**config.mk**
```make
export PLATFORM = sky130hd
export DESIGN_NAME = rxe_top
export DESIGN_NICKNAME = d
export VERILOG_FILES = /design/src/rxe_pkg.sv /design/src/rxe_sticky_bank.sv /design/src/rxe_top.sv
export SDC_FILE = /design/constraint.sdc
export NUM_CORES = 1
export LEC_CHECK = 0
export ABC_AREA = 1
export BUFFER_PORTS_ARGS = -buffer_cell sky130_fd_sc_hd__buf_4
export CAP_MARGIN = 15
export CORE_MARGIN = 1
export CORE_UTILIZATION = 55
export DETAILED_ROUTE_END_ITERATION = 8
export PLACE_DENSITY_LB_ADDON = 0.08
export SYNTH_ARGS = -nofsm -noshare
export SYNTH_HDL_FRONTEND = slang
export SYNTH_SLANG_ARGS = --single-unit
export TNS_END_PERCENT = 100
```
**constraint.sdc**
```tcl
create_clock -name sys_clk -period 2.15 [get_ports sys_clk]
set_input_delay 0.43 -clock sys_clk [delete_from_list [all_inputs] [get_ports sys_clk]]
set_output_delay 0.43 -clock sys_clk [all_outputs]
set_load 0.005 [all_outputs]
```
**src/rxe_pkg.sv**
```systemverilog
// Purpose: Shared constants and types for the receive event latch and milliwatt block
// Assumes: 8-bit register port, 100 MHz system clock, T1 frame of 125 us
// Notes:   Latched bits clear by writing one; a new event in the same cycle wins
package rxe_pkg;

  // Bus geometry
  localparam int ADDR_W = 8;
  localparam int DATA_W = 8;
  localparam int NUM_CH = 24;

  typedef logic [ADDR_W-1:0] rxe_addr_t;
  typedef logic [DATA_W-1:0] rxe_byte_t;

  // Register offsets
  localparam rxe_addr_t OFF_MW_CH1_8   = 8'h3c;
  localparam rxe_addr_t OFF_MW_CH9_16  = 8'h3d;
  localparam rxe_addr_t OFF_MW_CH17_24 = 8'h3e;
  localparam rxe_addr_t OFF_SCE_ONE    = 8'h40;
  localparam rxe_addr_t OFF_SCE_TWO    = 8'h41;
  localparam rxe_addr_t OFF_SCE_THREE  = 8'h42;
  localparam rxe_addr_t OFF_ERR_CFG    = 8'h86;
  localparam rxe_addr_t OFF_LAT_THREE  = 8'h92;
  localparam rxe_addr_t OFF_LAT_TIMING = 8'h93;
  localparam rxe_addr_t OFF_LAT_LINK   = 8'h96;
  localparam rxe_addr_t OFF_MSK_CLOCK  = 8'ha2;
  localparam rxe_addr_t OFF_MSK_TIMING = 8'ha3;
  localparam rxe_addr_t OFF_MSK_LINK   = 8'ha6;

  // Reset value of every register
  localparam rxe_byte_t RST_BYTE = 8'h00;

  // Implemented widths of the latched groups
  localparam int LAT3_W = 8;
  localparam int LAT4_W = 4;
  localparam int LAT7_W = 6;

  // Field positions, clock and loop code group
  localparam int B3_LOSS_CLR  = 7;
  localparam int B3_SPARE_CLR = 6;
  localparam int B3_DOWN_CLR  = 5;
  localparam int B3_UP_CLR    = 4;
  localparam int B3_LOSS_DET  = 3;
  localparam int B3_SPARE_DET = 2;
  localparam int B3_DOWN_DET  = 1;
  localparam int B3_UP_DET    = 0;
  // Field positions, timing group
  localparam int B4_SIGCHG = 3;
  localparam int B4_ONESEC = 2;
  localparam int B4_TIMER  = 1;
  localparam int B4_MF     = 0;
  // Field positions, link code group
  localparam int B7_RAI_CI = 5;
  localparam int B7_AIS_CI = 4;
  localparam int B7_SLC    = 3;
  localparam int B7_FDL    = 2;
  localparam int B7_BC     = 1;
  localparam int B7_BD     = 0;
  // Update select inside the error counter configuration
  localparam int B_UPD_SEL = 4;

  // Timing
  localparam int SYS_PERIOD_NS = 10;
  localparam int CHAN_TIME_NS  = 5182;
  localparam int LOSS_CYC      = (CHAN_TIME_NS + SYS_PERIOD_NS - 1) / SYS_PERIOD_NS;
  localparam int FRAME_US      = 125;
  localparam int ONE_SEC_US    = 1000000;
  localparam int UPD_T1_US     = 42000;
  localparam int UPD_E1_US     = 62500;
  localparam int MF_D4_US      = 1500;
  localparam int MF_ESF_US     = 3000;
  localparam int FR_ONE_SEC    = ONE_SEC_US / FRAME_US;
  localparam int FR_UPD_T1     = UPD_T1_US / FRAME_US;
  localparam int FR_UPD_E1     = UPD_E1_US / FRAME_US;
  localparam int FR_MF_D4      = MF_D4_US / FRAME_US;
  localparam int FR_MF_ESF     = MF_ESF_US / FRAME_US;
  localparam int BITS_T1       = 193;
  localparam int BITS_E1       = 256;

  // Digital milliwatt sequence, first byte in the top lane
  localparam logic [63:0] MW_SEQ = 64'h1e0b0b1e9e8b8b9e;

  // One receive channel byte
  typedef struct packed {
    logic       valid;
    logic [4:0] index;
    rxe_byte_t  data;
  } rxe_chan_t;

  // Conditions and pulses from the framer's detectors
  typedef struct packed {
    logic spare_code;
    logic loop_down;
    logic loop_up;
    logic remote_alarm;
    logic alarm_ind;
    logic rai_ci_seen;
    logic ais_ci_seen;
    logic slc_align;
    logic datalink_full;
    logic boc_valid;
  } rxe_detect_t;

endpackage

```
**src/rxe_sticky_bank.sv**
```systemverilog
// Purpose: Bank of sticky event bits with write-one-to-clear
// Assumes: Set pulses and clear come from the sys_clk domain
// Notes:   A set in the same cycle as a clear keeps the bit set
`timescale 1ns/100ps
module rxe_sticky_bank
  import rxe_pkg::*;
#(
  parameter int W = 8
) (
  input  wire logic         sys_clk,
  input  wire logic         rst_b,
  input  wire logic [W-1:0] set_ev,
  input  wire logic         clr_we,
  input  wire logic [W-1:0] clr_bits,
  output logic      [W-1:0] status
);

  genvar i;
  generate
    for (i = 0; i < W; i++) begin : g_bit
      // Set has priority so no event is lost to a racing clear
      always_ff @(posedge sys_clk) begin
        if (!rst_b) begin
          status[i] <= 1'b0;
        end else if (set_ev[i]) begin
          status[i] <= 1'b1;
        end else if (clr_we && clr_bits[i]) begin
          status[i] <= 1'b0;
        end
      end
    end
  endgenerate

endmodule

```
**src/rxe_top.sv**
```systemverilog
// Purpose: Receive latched events, interrupt masks and per-channel milliwatt insertion
// Assumes: Detector inputs and modes are synchronous to sys_clk; line clock is a pin
// Notes:   Timers run from the receive line clock, so they halt while it is lost
// Notes on behaviour
// [RULE1] Mask bit zero blocks, one passes event
// [RULE2] Third mask: clock, spare, down, up enables
// [RULE3] Clock loss after one silent channel time
// [RULE4] Fourth status: four latched interrupting events
// [RULE5] Software writes zero to upper four bits
// [RULE6] Enabled channel signaling change latches event
// [RULE7] One-second event from receive line clock
// [RULE8] Timer event at selected counter update interval
// [RULE9] Multiframe event every 1.5 or 3 ms
// [RULE10] Seventh status: six latched interrupting events
// [RULE11] RAI-CI latches only in ESF with RAI
// [RULE12] RAI-CI relatches on each new detection
// [RULE13] AIS-CI latches during AIS, held until cleared
// [RULE14] SLC-96 alignment with data ready latches event
// [RULE15] Datalink holding register full latches event
// [RULE16] Filtered bit-oriented code loss latches event
// [RULE17] Filtered bit-oriented code detection latches event
// [RULE18] Fourth mask: one enable per event
// [RULE19] Seventh mask: six enables, upper zero
// [RULE20] Channels 1-8 replaced by milliwatt when set
// [RULE21] Channels 9-16 replaced by milliwatt when set
// [RULE22] Channels 17-24 replaced by milliwatt when set
// [RULE23] Interrupt while any unmasked latched event pending
`timescale 1ns/100ps
module rxe_top
  import rxe_pkg::*;
#(
  parameter int FRAMES_PER_SEC = FR_ONE_SEC
) (
  input  wire logic        sys_clk,
  input  wire logic        rst_b,
  input  wire rxe_addr_t   reg_addr,
  input  wire rxe_byte_t   reg_wdata,
  input  wire logic        reg_wr,
  input  wire logic        reg_rd,
  output rxe_byte_t        reg_rdata,
  input  wire logic        rx_line_clk_pin,
  input  wire logic        e1_mode,
  input  wire logic        esf_mode,
  input  wire rxe_detect_t det,
  input  wire logic [23:0] sig_state_changed,
  input  wire rxe_chan_t   chan_in,
  output rxe_chan_t        chan_out,
  output logic             irq
);

  // Register write decode
  wire wr_mw1  = reg_wr && (reg_addr == OFF_MW_CH1_8);
  wire wr_mw2  = reg_wr && (reg_addr == OFF_MW_CH9_16);
  wire wr_mw3  = reg_wr && (reg_addr == OFF_MW_CH17_24);
  wire wr_sce1 = reg_wr && (reg_addr == OFF_SCE_ONE);
  wire wr_sce2 = reg_wr && (reg_addr == OFF_SCE_TWO);
  wire wr_sce3 = reg_wr && (reg_addr == OFF_SCE_THREE);
  wire wr_cfg  = reg_wr && (reg_addr == OFF_ERR_CFG);
  wire wr_lat3 = reg_wr && (reg_addr == OFF_LAT_THREE);
  wire wr_lat4 = reg_wr && (reg_addr == OFF_LAT_TIMING);
  wire wr_lat7 = reg_wr && (reg_addr == OFF_LAT_LINK);
  wire wr_msk3 = reg_wr && (reg_addr == OFF_MSK_CLOCK);
  wire wr_msk4 = reg_wr && (reg_addr == OFF_MSK_TIMING);
  wire wr_msk7 = reg_wr && (reg_addr == OFF_MSK_LINK);

  // Control registers
  logic [23:0]       mw_en_r;
  logic [23:0]       sce_r;
  logic              upd_sel_r;
  logic [LAT3_W-1:0] msk3_r;
  logic [LAT4_W-1:0] msk4_r;
  logic [LAT7_W-1:0] msk7_r;

  // Plain storage; unused upper bits of narrow masks are dropped
  always_ff @(posedge sys_clk) begin
    if (!rst_b) begin
      mw_en_r   <= {3{RST_BYTE}};
      sce_r     <= {3{RST_BYTE}};
      upd_sel_r <= 1'b0;
      msk3_r    <= RST_BYTE;
      msk4_r    <= RST_BYTE[LAT4_W-1:0];
      msk7_r    <= RST_BYTE[LAT7_W-1:0];
    end else begin
      if (wr_mw1)  mw_en_r[7:0]   <= reg_wdata;               // [RULE20]
      if (wr_mw2)  mw_en_r[15:8]  <= reg_wdata;               // [RULE21]
      if (wr_mw3)  mw_en_r[23:16] <= reg_wdata;               // [RULE22]
      if (wr_sce1) sce_r[7:0]     <= reg_wdata;
      if (wr_sce2) sce_r[15:8]    <= reg_wdata;
      if (wr_sce3) sce_r[23:16]   <= reg_wdata;
      if (wr_cfg)  upd_sel_r      <= reg_wdata[B_UPD_SEL];
      if (wr_msk3) msk3_r         <= reg_wdata;               // [RULE2]
      if (wr_msk4) msk4_r         <= reg_wdata[LAT4_W-1:0];   // [RULE18] [RULE5]
      if (wr_msk7) msk7_r         <= reg_wdata[LAT7_W-1:0];   // [RULE19]
    end
  end

  // Line clock synchroniser; the first stage feeds only the second
  logic lclk_s1_r;
  logic lclk_s2_r;
  logic lclk_s3_r;
  always_ff @(posedge sys_clk) begin
    if (!rst_b) begin
      lclk_s1_r <= 1'b0;
      lclk_s2_r <= 1'b0;
      lclk_s3_r <= 1'b0;
    end else begin
      lclk_s1_r <= rx_line_clk_pin;
      lclk_s2_r <= lclk_s1_r;
      lclk_s3_r <= lclk_s2_r;
    end
  end

  wire lclk_toggle = lclk_s2_r ^ lclk_s3_r;
  wire lclk_rise   = lclk_s2_r & ~lclk_s3_r;

  // Clock loss: count system cycles since the last line clock transition
  localparam logic [9:0] LOSS_LIMIT = 10'(LOSS_CYC);
  logic [9:0] silent_cnt_r;
  logic       loss_cond_r;
  wire        silent_full = (silent_cnt_r == LOSS_LIMIT);
  always_ff @(posedge sys_clk) begin
    if (!rst_b) begin
      silent_cnt_r <= '0;
      loss_cond_r  <= 1'b0;
    end else begin
      silent_cnt_r <= lclk_toggle ? 10'h000 : (silent_full ? silent_cnt_r : silent_cnt_r + 10'h001);
      loss_cond_r  <= silent_full && !lclk_toggle;            // [RULE3]
    end
  end

  // Previous condition levels for edge detection
  logic loss_q_r;
  logic spare_q_r;
  logic down_q_r;
  logic up_q_r;
  logic boc_q_r;
  always_ff @(posedge sys_clk) begin
    if (!rst_b) begin
      loss_q_r  <= 1'b0;
      spare_q_r <= 1'b0;
      down_q_r  <= 1'b0;
      up_q_r    <= 1'b0;
      boc_q_r   <= 1'b0;
    end else begin
      loss_q_r  <= loss_cond_r;
      spare_q_r <= det.spare_code;
      down_q_r  <= det.loop_down;
      up_q_r    <= det.loop_up;
      boc_q_r   <= det.boc_valid;
    end
  end

  // Frame timing from line clock edges
  localparam logic [8:0]  BITS_T1_LAST = 9'(BITS_T1 - 1);
  localparam logic [8:0]  BITS_E1_LAST = 9'(BITS_E1 - 1);
  localparam logic [13:0] SEC_LAST     = 14'(FRAMES_PER_SEC - 1);
  localparam logic [13:0] UPD_T1_LAST  = 14'(FR_UPD_T1 - 1);
  localparam logic [13:0] UPD_E1_LAST  = 14'(FR_UPD_E1 - 1);
  localparam logic [4:0]  MF_D4_LAST   = 5'(FR_MF_D4 - 1);
  localparam logic [4:0]  MF_ESF_LAST  = 5'(FR_MF_ESF - 1);

  logic [8:0]  bit_cnt_r;
  logic [13:0] sec_cnt_r;
  logic [13:0] upd_cnt_r;
  logic [4:0]  mf_cnt_r;
  wire  [8:0]  bit_last  = e1_mode ? BITS_E1_LAST : BITS_T1_LAST;
  wire         frame_end = lclk_rise && (bit_cnt_r == bit_last);
  wire         sec_end   = frame_end && (sec_cnt_r == SEC_LAST);                  // [RULE7]
  wire  [13:0] upd_fast  = e1_mode ? UPD_E1_LAST : UPD_T1_LAST;
  wire         upd_end   = upd_sel_r ? (frame_end && (upd_cnt_r == upd_fast)) : sec_end; // [RULE8]
  wire  [4:0]  mf_last   = esf_mode ? MF_ESF_LAST : MF_D4_LAST;
  wire         mf_end    = frame_end && (mf_cnt_r >= mf_last);                    // [RULE9]

  // Bit, second, update and multiframe counters
  always_ff @(posedge sys_clk) begin
    if (!rst_b) begin
      bit_cnt_r <= '0;
      sec_cnt_r <= '0;
      upd_cnt_r <= '0;
      mf_cnt_r  <= '0;
    end else if (lclk_rise) begin
      bit_cnt_r <= frame_end ? 9'h000 : bit_cnt_r + 9'h001;
      if (frame_end) begin
        sec_cnt_r <= sec_end ? 14'h0000 : sec_cnt_r + 14'h0001;
        upd_cnt_r <= (upd_end || upd_cnt_r >= upd_fast) ? 14'h0000 : upd_cnt_r + 14'h0001;
        mf_cnt_r  <= mf_end ? 5'h00 : mf_cnt_r + 5'h01;
      end
    end
  end

  // Event sources per latched group
  wire [LAT3_W-1:0] set3;
  wire [LAT4_W-1:0] set4;
  wire [LAT7_W-1:0] set7;
  assign set3[B3_LOSS_CLR]  = loss_q_r & ~loss_cond_r;        // [RULE3]
  assign set3[B3_SPARE_CLR] = spare_q_r & ~det.spare_code;
  assign set3[B3_DOWN_CLR]  = down_q_r & ~det.loop_down;
  assign set3[B3_UP_CLR]    = up_q_r & ~det.loop_up;
  assign set3[B3_LOSS_DET]  = loss_cond_r & ~loss_q_r;        // [RULE3]
  assign set3[B3_SPARE_DET] = det.spare_code & ~spare_q_r;
  assign set3[B3_DOWN_DET]  = det.loop_down & ~down_q_r;
  assign set3[B3_UP_DET]    = det.loop_up & ~up_q_r;
  assign set4[B4_SIGCHG]    = |(sig_state_changed & sce_r);   // [RULE6]
  assign set4[B4_ONESEC]    = sec_end;                        // [RULE7]
  assign set4[B4_TIMER]     = upd_end;                        // [RULE8]
  assign set4[B4_MF]        = mf_end;                         // [RULE9]
  assign set7[B7_RAI_CI]    = det.rai_ci_seen && esf_mode && det.remote_alarm; // [RULE11] [RULE12]
  assign set7[B7_AIS_CI]    = det.ais_ci_seen && det.alarm_ind;                // [RULE13]
  assign set7[B7_SLC]       = det.slc_align;                  // [RULE14]
  assign set7[B7_FDL]       = det.datalink_full;              // [RULE15]
  assign set7[B7_BC]        = boc_q_r & ~det.boc_valid;       // [RULE16]
  assign set7[B7_BD]        = det.boc_valid & ~boc_q_r;       // [RULE17]

  // Latched status groups
  logic [LAT3_W-1:0] lat3;
  logic [LAT4_W-1:0] lat4;
  logic [LAT7_W-1:0] lat7;

  rxe_sticky_bank #(.W(LAT3_W)) u_lat3 (
    .sys_clk  (sys_clk),
    .rst_b    (rst_b),
    .set_ev   (set3),
    .clr_we   (wr_lat3),
    .clr_bits (reg_wdata),
    .status   (lat3)
  );

  rxe_sticky_bank #(.W(LAT4_W)) u_lat4 (
    .sys_clk  (sys_clk),
    .rst_b    (rst_b),
    .set_ev   (set4),
    .clr_we   (wr_lat4),
    .clr_bits (reg_wdata[LAT4_W-1:0]),                         // [RULE4]
    .status   (lat4)
  );

  rxe_sticky_bank #(.W(LAT7_W)) u_lat7 (
    .sys_clk  (sys_clk),
    .rst_b    (rst_b),
    .set_ev   (set7),
    .clr_we   (wr_lat7),
    .clr_bits (reg_wdata[LAT7_W-1:0]),                         // [RULE10]
    .status   (lat7)
  );

  // Masked pending events; a zero mask bit blocks its event
  wire pending = |(lat3 & msk3_r) | |(lat4 & msk4_r) | |(lat7 & msk7_r); // [RULE1] [RULE4] [RULE10]

  logic irq_r;
  always_ff @(posedge sys_clk) begin
    if (!rst_b) irq_r <= 1'b0;
    else        irq_r <= pending;                             // [RULE23]
  end
  assign irq = irq_r;

  // Read mux; unmapped offsets and unused bits read zero
  rxe_byte_t rd_mux;
  always_comb begin
    unique case (reg_addr)
      OFF_MW_CH1_8:   rd_mux = mw_en_r[7:0];
      OFF_MW_CH9_16:  rd_mux = mw_en_r[15:8];
      OFF_MW_CH17_24: rd_mux = mw_en_r[23:16];
      OFF_SCE_ONE:    rd_mux = sce_r[7:0];
      OFF_SCE_TWO:    rd_mux = sce_r[15:8];
      OFF_SCE_THREE:  rd_mux = sce_r[23:16];
      OFF_ERR_CFG:    rd_mux = 8'(upd_sel_r) << B_UPD_SEL;
      OFF_LAT_THREE:  rd_mux = lat3;
      OFF_LAT_TIMING: rd_mux = {4'h0, lat4};
      OFF_LAT_LINK:   rd_mux = {2'h0, lat7};
      OFF_MSK_CLOCK:  rd_mux = msk3_r;
      OFF_MSK_TIMING: rd_mux = {4'h0, msk4_r};
      OFF_MSK_LINK:   rd_mux = {2'h0, msk7_r};
      default:        rd_mux = RST_BYTE;
    endcase
  end

  // Read data stands for the one cycle after the strobe
  rxe_byte_t rdata_r;
  always_ff @(posedge sys_clk) begin
    if (!rst_b)      rdata_r <= RST_BYTE;
    else if (reg_rd) rdata_r <= rd_mux;
    else             rdata_r <= RST_BYTE;
  end
  assign reg_rdata = rdata_r;

  // Milliwatt phase steps once per frame so each channel sees the full sequence
  localparam logic [4:0] LAST_CH = 5'(NUM_CH - 1);
  logic [2:0] mw_phase_r;
  wire        ch_en    = mw_en_r[chan_in.index];
  wire [5:0]  mw_shift = {(3'h7 - mw_phase_r), 3'h0};
  wire [7:0]  mw_byte  = 8'(MW_SEQ >> mw_shift);

  // Replace data of enabled channels; others pass unchanged
  rxe_chan_t chan_out_r;
  always_ff @(posedge sys_clk) begin
    if (!rst_b) begin
      mw_phase_r <= 3'h0;
      chan_out_r <= '0;
    end else begin
      if (chan_in.valid && chan_in.index == LAST_CH) mw_phase_r <= mw_phase_r + 3'h1;
      chan_out_r.valid <= chan_in.valid;
      chan_out_r.index <= chan_in.index;
      chan_out_r.data  <= ch_en ? mw_byte : chan_in.data;     // [RULE20] [RULE21] [RULE22]
    end
  end
  assign chan_out = chan_out_r;
endmodule

```
Yosys cells after proc, flatten, opt, wreduce, memory -nomap -nowiden
Cells that the tools add are included.
{"block": "totals", "reg_bits": 172, "in_bits": 71, "output_inout_bits": 23, "elab_cells": 222}
{"block": "op_classes", "n_addsub": 7, "order_cmp": 3, "n_eq_ne": 18, "n_shift": 1, "muxes": 48, "bitwise_logic": 30, "n_reduce_logical": 67}
{"cell": "$pmux 8 s13", "count": 1}
{"cell": "$shr 61x6->8 const A", "count": 1}
{"cell": "$eq 8x8->1 const B", "count": 7}
{"cell": "$logic_and 1x1->1", "count": 40}
{"cell": "$mux 1", "count": 38}
{"cell": "$reduce_bool 2->1", "count": 18}
{"cell": "$add 14x1->14 const B", "count": 2}
{"cell": "$mux 14", "count": 2}
{"cell": "$and 24x24->24", "count": 1}
{"cell": "$eq 8x6->1 const B", "count": 3}
{"cell": "$eq 8x7->1 const B", "count": 3}
{"cell": "$reduce_or 24->1", "count": 1}
{"cell": "$mux 8", "count": 2}
{"cell": "$eq 14x13->1 const B", "count": 1}
{"cell": "$eq 14x9->1", "count": 1}
{"cell": "$ge 14x9->1", "count": 1}
{"cell": "$not 1->1", "count": 12}
{"cell": "$and 1x1->1", "count": 11}
{"cell": "$add 10x1->10 const B", "count": 1}
{"cell": "$eq 10x10->1 const B", "count": 1}
{"cell": "$mux 5", "count": 2}
{"cell": "$add 9x1->9 const B", "count": 1}
{"cell": "$eq 9x8->1", "count": 1}
{"cell": "$mux 9", "count": 1}
{"cell": "20 further kinds", "count": 22}

Depth between registers and ports, before layout
{"block": "logic_depth", "depth_word": 7, "ltp_mapped": 12, "ltp_nobuf": 11}

Modules after synthesis
A second synthesis with hierarchy kept.
{"block": "hier_totals", "hier_cells": 1220, "area_unflattened_um2": 8406.8}
{"mod": "rxe_top", "n_inst": 1, "cells_per_inst": 1126, "area_per_inst_um2": 7719.9, "seq_area_each_um2": 3083.0}
{"mod": "rxe_sticky_bank (u_lat3)", "n_inst": 1, "cells_per_inst": 42, "area_per_inst_um2": 309.0, "seq_area_each_um2": 160.2}
{"mod": "rxe_sticky_bank (u_lat7)", "n_inst": 1, "cells_per_inst": 31, "area_per_inst_um2": 225.2, "seq_area_each_um2": 120.1}
{"mod": "rxe_sticky_bank (u_lat4)", "n_inst": 1, "cells_per_inst": 21, "area_per_inst_um2": 152.6, "seq_area_each_um2": 80.1}

Worst setup path after synthesis
No wires, ideal clock.
{"block": "synth_timing", "kind": "input-to-reg", "startpoint": "in e1_mode", "endpoint": "reg upd_cnt_r[2]", "setup_time_ns": 0.115, "t_arrival_ns": 1.760, "required_ns": 2.035, "path_slack_ns": 0.275, "path_stages": 11, "n_path_buf": 1, "path_cell_list": "buf_2 -> inv_2 -> ha_1 -> nand2_1 -> nor2_1 -> nand2_1 -> nand2_1 -> nand2_1 -> nand3_1 -> nand2_2 -> and2_1"}
{"block": "synth_between", "elab_chain_cells": 7, "word_cells_on_any_way": 12, "cone_classes": "order compare: 1; eq/ne: 2; mux: 4; reduce/logical: 5"}
{"item": "from (decl)", "line": "rxe_top.sv:42", "rtl": "input wire logic e1_mode,"}
{"item": "branches (longest 7 deep; another with $ge 14x9->1)"}
{"item": "to (signal assigned)", "line": "rxe_top.sv:185", "rtl": "upd_cnt_r <= (upd_end || upd_cnt_r >= upd_fast) ? 14'h0000 : upd_cnt_r + 14'h0001;"}
{"item": "to (decl)", "line": "rxe_top.sv:164", "rtl": "logic [13:0] upd_cnt_r;"}
Parallel ways; which one is timed is not known.
A chain may end at the register's enable or synchronous reset.

Final worst setup path
{"block": "layout_timing", "startpoint": "reg lclk_s2_r", "endpoint": "reg sec_cnt_r[1]"}
{"block": "layout_between", "elab_chain_cells": 4, "word_cells_on_any_way": 5, "cone_classes": "mux: 1; bitwise: 1; reduce/logical: 3"}
{"item": "from (decl)", "line": "rxe_top.sv:99", "rtl": "logic lclk_s2_r;"}
{"item": "from (signal assigned)", "line": "rxe_top.sv:108", "rtl": "lclk_s2_r <= lclk_s1_r;"}
{"item": "$and 1x1->1 (*)", "line": "rxe_top.sv:114", "rtl": "wire lclk_rise = lclk_s2_r & ~lclk_s3_r;"}
{"item": "named net lclk_rise", "line": "rxe_top.sv:114"}
{"item": "$logic_and 1x1->1", "line": "rxe_top.sv:167", "rtl": "wire frame_end = lclk_rise && (bit_cnt_r == bit_last);"}
{"item": "$logic_and 1x1->1", "line": "rxe_top.sv:168", "rtl": "wire sec_end = frame_end && (sec_cnt_r == SEC_LAST);"}
{"item": "$mux 14", "line": "rxe_top.sv:184", "rtl": "sec_cnt_r <= sec_end ? 14'h0000 : sec_cnt_r + 14'h0001;"}
{"item": "to (signal assigned)", "line": "rxe_top.sv:184"}
{"item": "to (decl)", "line": "rxe_top.sv:163", "rtl": "logic [13:0] sec_cnt_r;"}
Mark *: on every way through the listed nets, which the timed path passes. The rest lies on a longest branch.

==> impl_metrics.yaml <==
logic_synthesis:
  synth-compound-area-share_pct: 16.55
  synth_cells: 1186
  synthSimpleGateAreaFrac_pct: 29.10
  async_reset_ff_share_pct: 0
  yosysWarnings: 0
  synth_area_um2: 8325
  yosysSeqAreaShare_pct: 41.36
  synth_cell_types: 44
  ys.flop_type: "dfxtp_1"
  synth_xor_xnor_area_share_pct: 1.473
  muxShareOfSynthArea_pct: 0
  syn_nets: 1272
  yosys_register_bits: 172
  synth_edf_count: 0
  avgSynthCellArea_um2: 7.020
  yosys.area_share.adder_pct: 2.254
  synth_top_family_by_area: "simple AND/OR/NAND/NOR gates"
floorplanning:
  die_h_um: 125.0
  chipWidth_um: 125.0
  initial_core_util_pct: 56.85
  num_io_pins: 94
  die-area_um2: 15630
  core_area_um2: 14640
  rows: 44
drt:
  drc: 18
  final_antenna_net_count: 0
  post_drt_wl_per_cell_um: 15.30
  dr_wl_met3_mm: 1.683
  viasPerCell: 5.430
  vias: 8015
  finalWirelength_mm: 22.58
  highest_layer: "met4"
  met2_length_mm: 10.33
  drtIter0Drc: 721
  wl_met1_mm: 9.762
  first_pass_iters: 7
cells_and_area:
  diodes: 0
  nFillCells: 1322
  final_cells: 1476
  drive_gt1_share_pct: 14.86
  final_cell_mix: "261 x nand2_1, 172 x dfxtp_1, 152 x inv_1"
  final_nets: 1366
  area_growth_syn_to_layout_pct: 18.09
  final_common_cell: "nand2_1"
run_status:
  violations: "DRC"
  status: "complete, but fails checks"
global_route:
  grt_pass1_wl_mm: 37.07
  grt_usage_pct: 29.88
  grt_max_degree: 36
  antenna_found_initial: 0
  grt_overflow_total: 0
  first_global_vias: 7656
cts:
  cts_inserted_buffers: 17
  root_buffer: "clkbuf_16"
  cts_resized: 0
  cts_tree: "built"
  post_cts_buffers: 0
  cts_sinks: 172
  cts.clk_slew.worst_paths_ps: 60
  cts_max_level: 4
  cts_hold_buf: 0
  cts_max_path_buffers: 2
  clkLatencyLatePin_ps: 440
run:
  maxCapViolCount: 0
setup_path:
  crit_arrival_ps: 2140
  crit_type: "register to register"
  startpoint_type: "register"
  slowest_delay_ps: 340
  crit_path_top_delay_cell: "dfxtp_1"
  crit_fanout: 10
  path_cells: "ha_1 -> inv_2 -> nor3_2 -> nand3_1 -> buf_4 -> nand2_2 -> inv_1 -> nand2_1 -> o21ai_0"
  worstSetupEndpointType: "register"
  critical_path_required_ps: 2470
  rr_worst_depth: 9
min_path:
  hold_class: "input pin to register"
  min_path_cells: 3
timing:
  grt_setup_unrepaired: "no"
  tightest_slew_ps: 444.4
  slew-limit-headroom_pct: 69.61
  slew_viol_final: 0
  fin_crit_sh_pct: 84.87
  finalSetupTns_ps: 0
  fmax_mhz: 548.0
  finalSetupViolations: 0
  fin_ws_ps: 325.3
  holdWs_ps: 173.3
  finalHoldViolations: 0
  clock_skew_ps: 8.172
  fin_crit_ps: 1825
placement:
  post-place-cells: 1445
  place.gp.congestion: 0.9306
  place_ws_ps: 212.8
  portBuffers: 93
  post-dp-hpwl_mm: 16.53
pwr:
  peakVddDrop_mv: 0.6332
  leakagePower_nw: 4.213
  cellPowerDensity_nw_per_um2: 715.3
[where the power goes]
group          total (mW)  internal [mW]  switching (mW)
sequential           3.27           3.24          0.0294
combinational       0.477          0.193           0.283
clock                3.29           1.98            1.31
[sequential cells by signal, indices dropped and copies added (netlist names), 3 cells and up]
register,flops
u_lat7.status,6
chan_out,14
mw_phase_r,3
mw_en_r,24
sec_cnt_r,14
msk4_r,4
silent_cnt_r,10
u_lat3.status,8
reg_rdata,8
upd_cnt_r,14
mf_cnt_r,5
msk7_r,6
sce_r,24
msk3_r,8
u_lat4.status,4
bit_cnt_r,9
[cells by family after synthesis]
logic type | count (synthesis)
simple gates | 536
buf+inv | 194
xor+xnor | 14
compound gates | 255
flops | 172
fa+ha+maj | 15
[through the flow]
step	total power, mW	util (%)	instance area [um^2]
2_1_floorplan	3.574	-	8325
6_report	7.032	67.14	9832
4_1_cts	7.078	67.14	9832
3_5_place_dp	3.808	62.84	9203
3_3_place_gp	3.801	62.84	9203
5_1_grt	7.267	67.14	9832
[routing by layer]
layer | global-route usage [%] | vias up
li1 | - | 4077
met1 | 38.28 | 3606
met2 | 48.34 | 271
met3 | 6.333 | 61
met4 | 13.77 | 0
met5 | 0 | -
[final cells by class]
| cell class | instances | area (um^2) | area share [%] |
|---|---|---|---|
| Clock inverter | 13 | 190.2 | 1.934 |
| Tap cell | 184 | 230.2 | 2.342 |
| Sequential cell | 172 | 3443 | 35.02 |
| Clock buffer | 18 | 439.2 | 4.467 |
| Timing Repair Buffer | 109 | 818.3 | 8.323 |
| Inverter | 160 | 600.6 | 6.108 |
| Multi-Input combinational cell | 820 | 4110 | 41.80 |
[cell usage after synthesis, types with 3 or more instances]
cell | n | area, um^2
clkbuf_1 | 18 | 67.56
nand4_1 | 19 | 118.9
o21ai_0 | 99 | 495.5
a31oi_1 | 8 | 50.05
nand3b_1 | 3 | 22.52
nor2_2 | 13 | 81.33
nand3_2 | 5 | 50.05
nand3_1 | 75 | 375.4
nor3_2 | 3 | 30.03
nand2_2 | 7 | 43.79
xor2_1 | 9 | 78.83
buf_6 | 3 | 33.78
nor2_4 | 7 | 78.83
inv_1 | 152 | 570.6
nor3_1 | 25 | 125.1
xnor2_1 | 5 | 43.79
ha_1 | 15 | 187.7
nand2_1 | 261 | 979.7
a22o_1 | 5 | 43.79
nor2_1 | 106 | 397.9
inv_2 | 7 | 26.28
a21oi_1 | 113 | 565.5
buf_4 | 3 | 22.52
dfxtp_1 | 172 | 3443
o22ai_1 | 14 | 87.58
buf_2 | 8 | 40.04
a221oi_1 | 5 | 43.79
[critical path, delay by kind of cell, from the launching register on]
family          cells  cell delay [ps]
simple gates        4              640
flops               1              340
buf+inv             3              450
fa+ha+maj           1              190
compound gates      1               70
[final timing paths]
kind | from | to | slack, ps
hold / removal | rx_line_clk_pin | lclk_s1_r | 170
hold reg to reg | lclk_s1_r | lclk_s2_r | 430
setup / recovery | lclk_s2_r | sec_cnt_r[1] | 330
setup reg to reg | lclk_s2_r | sec_cnt_r[1] | 330
No activity file was read; power rests on OpenSTA's default activity.
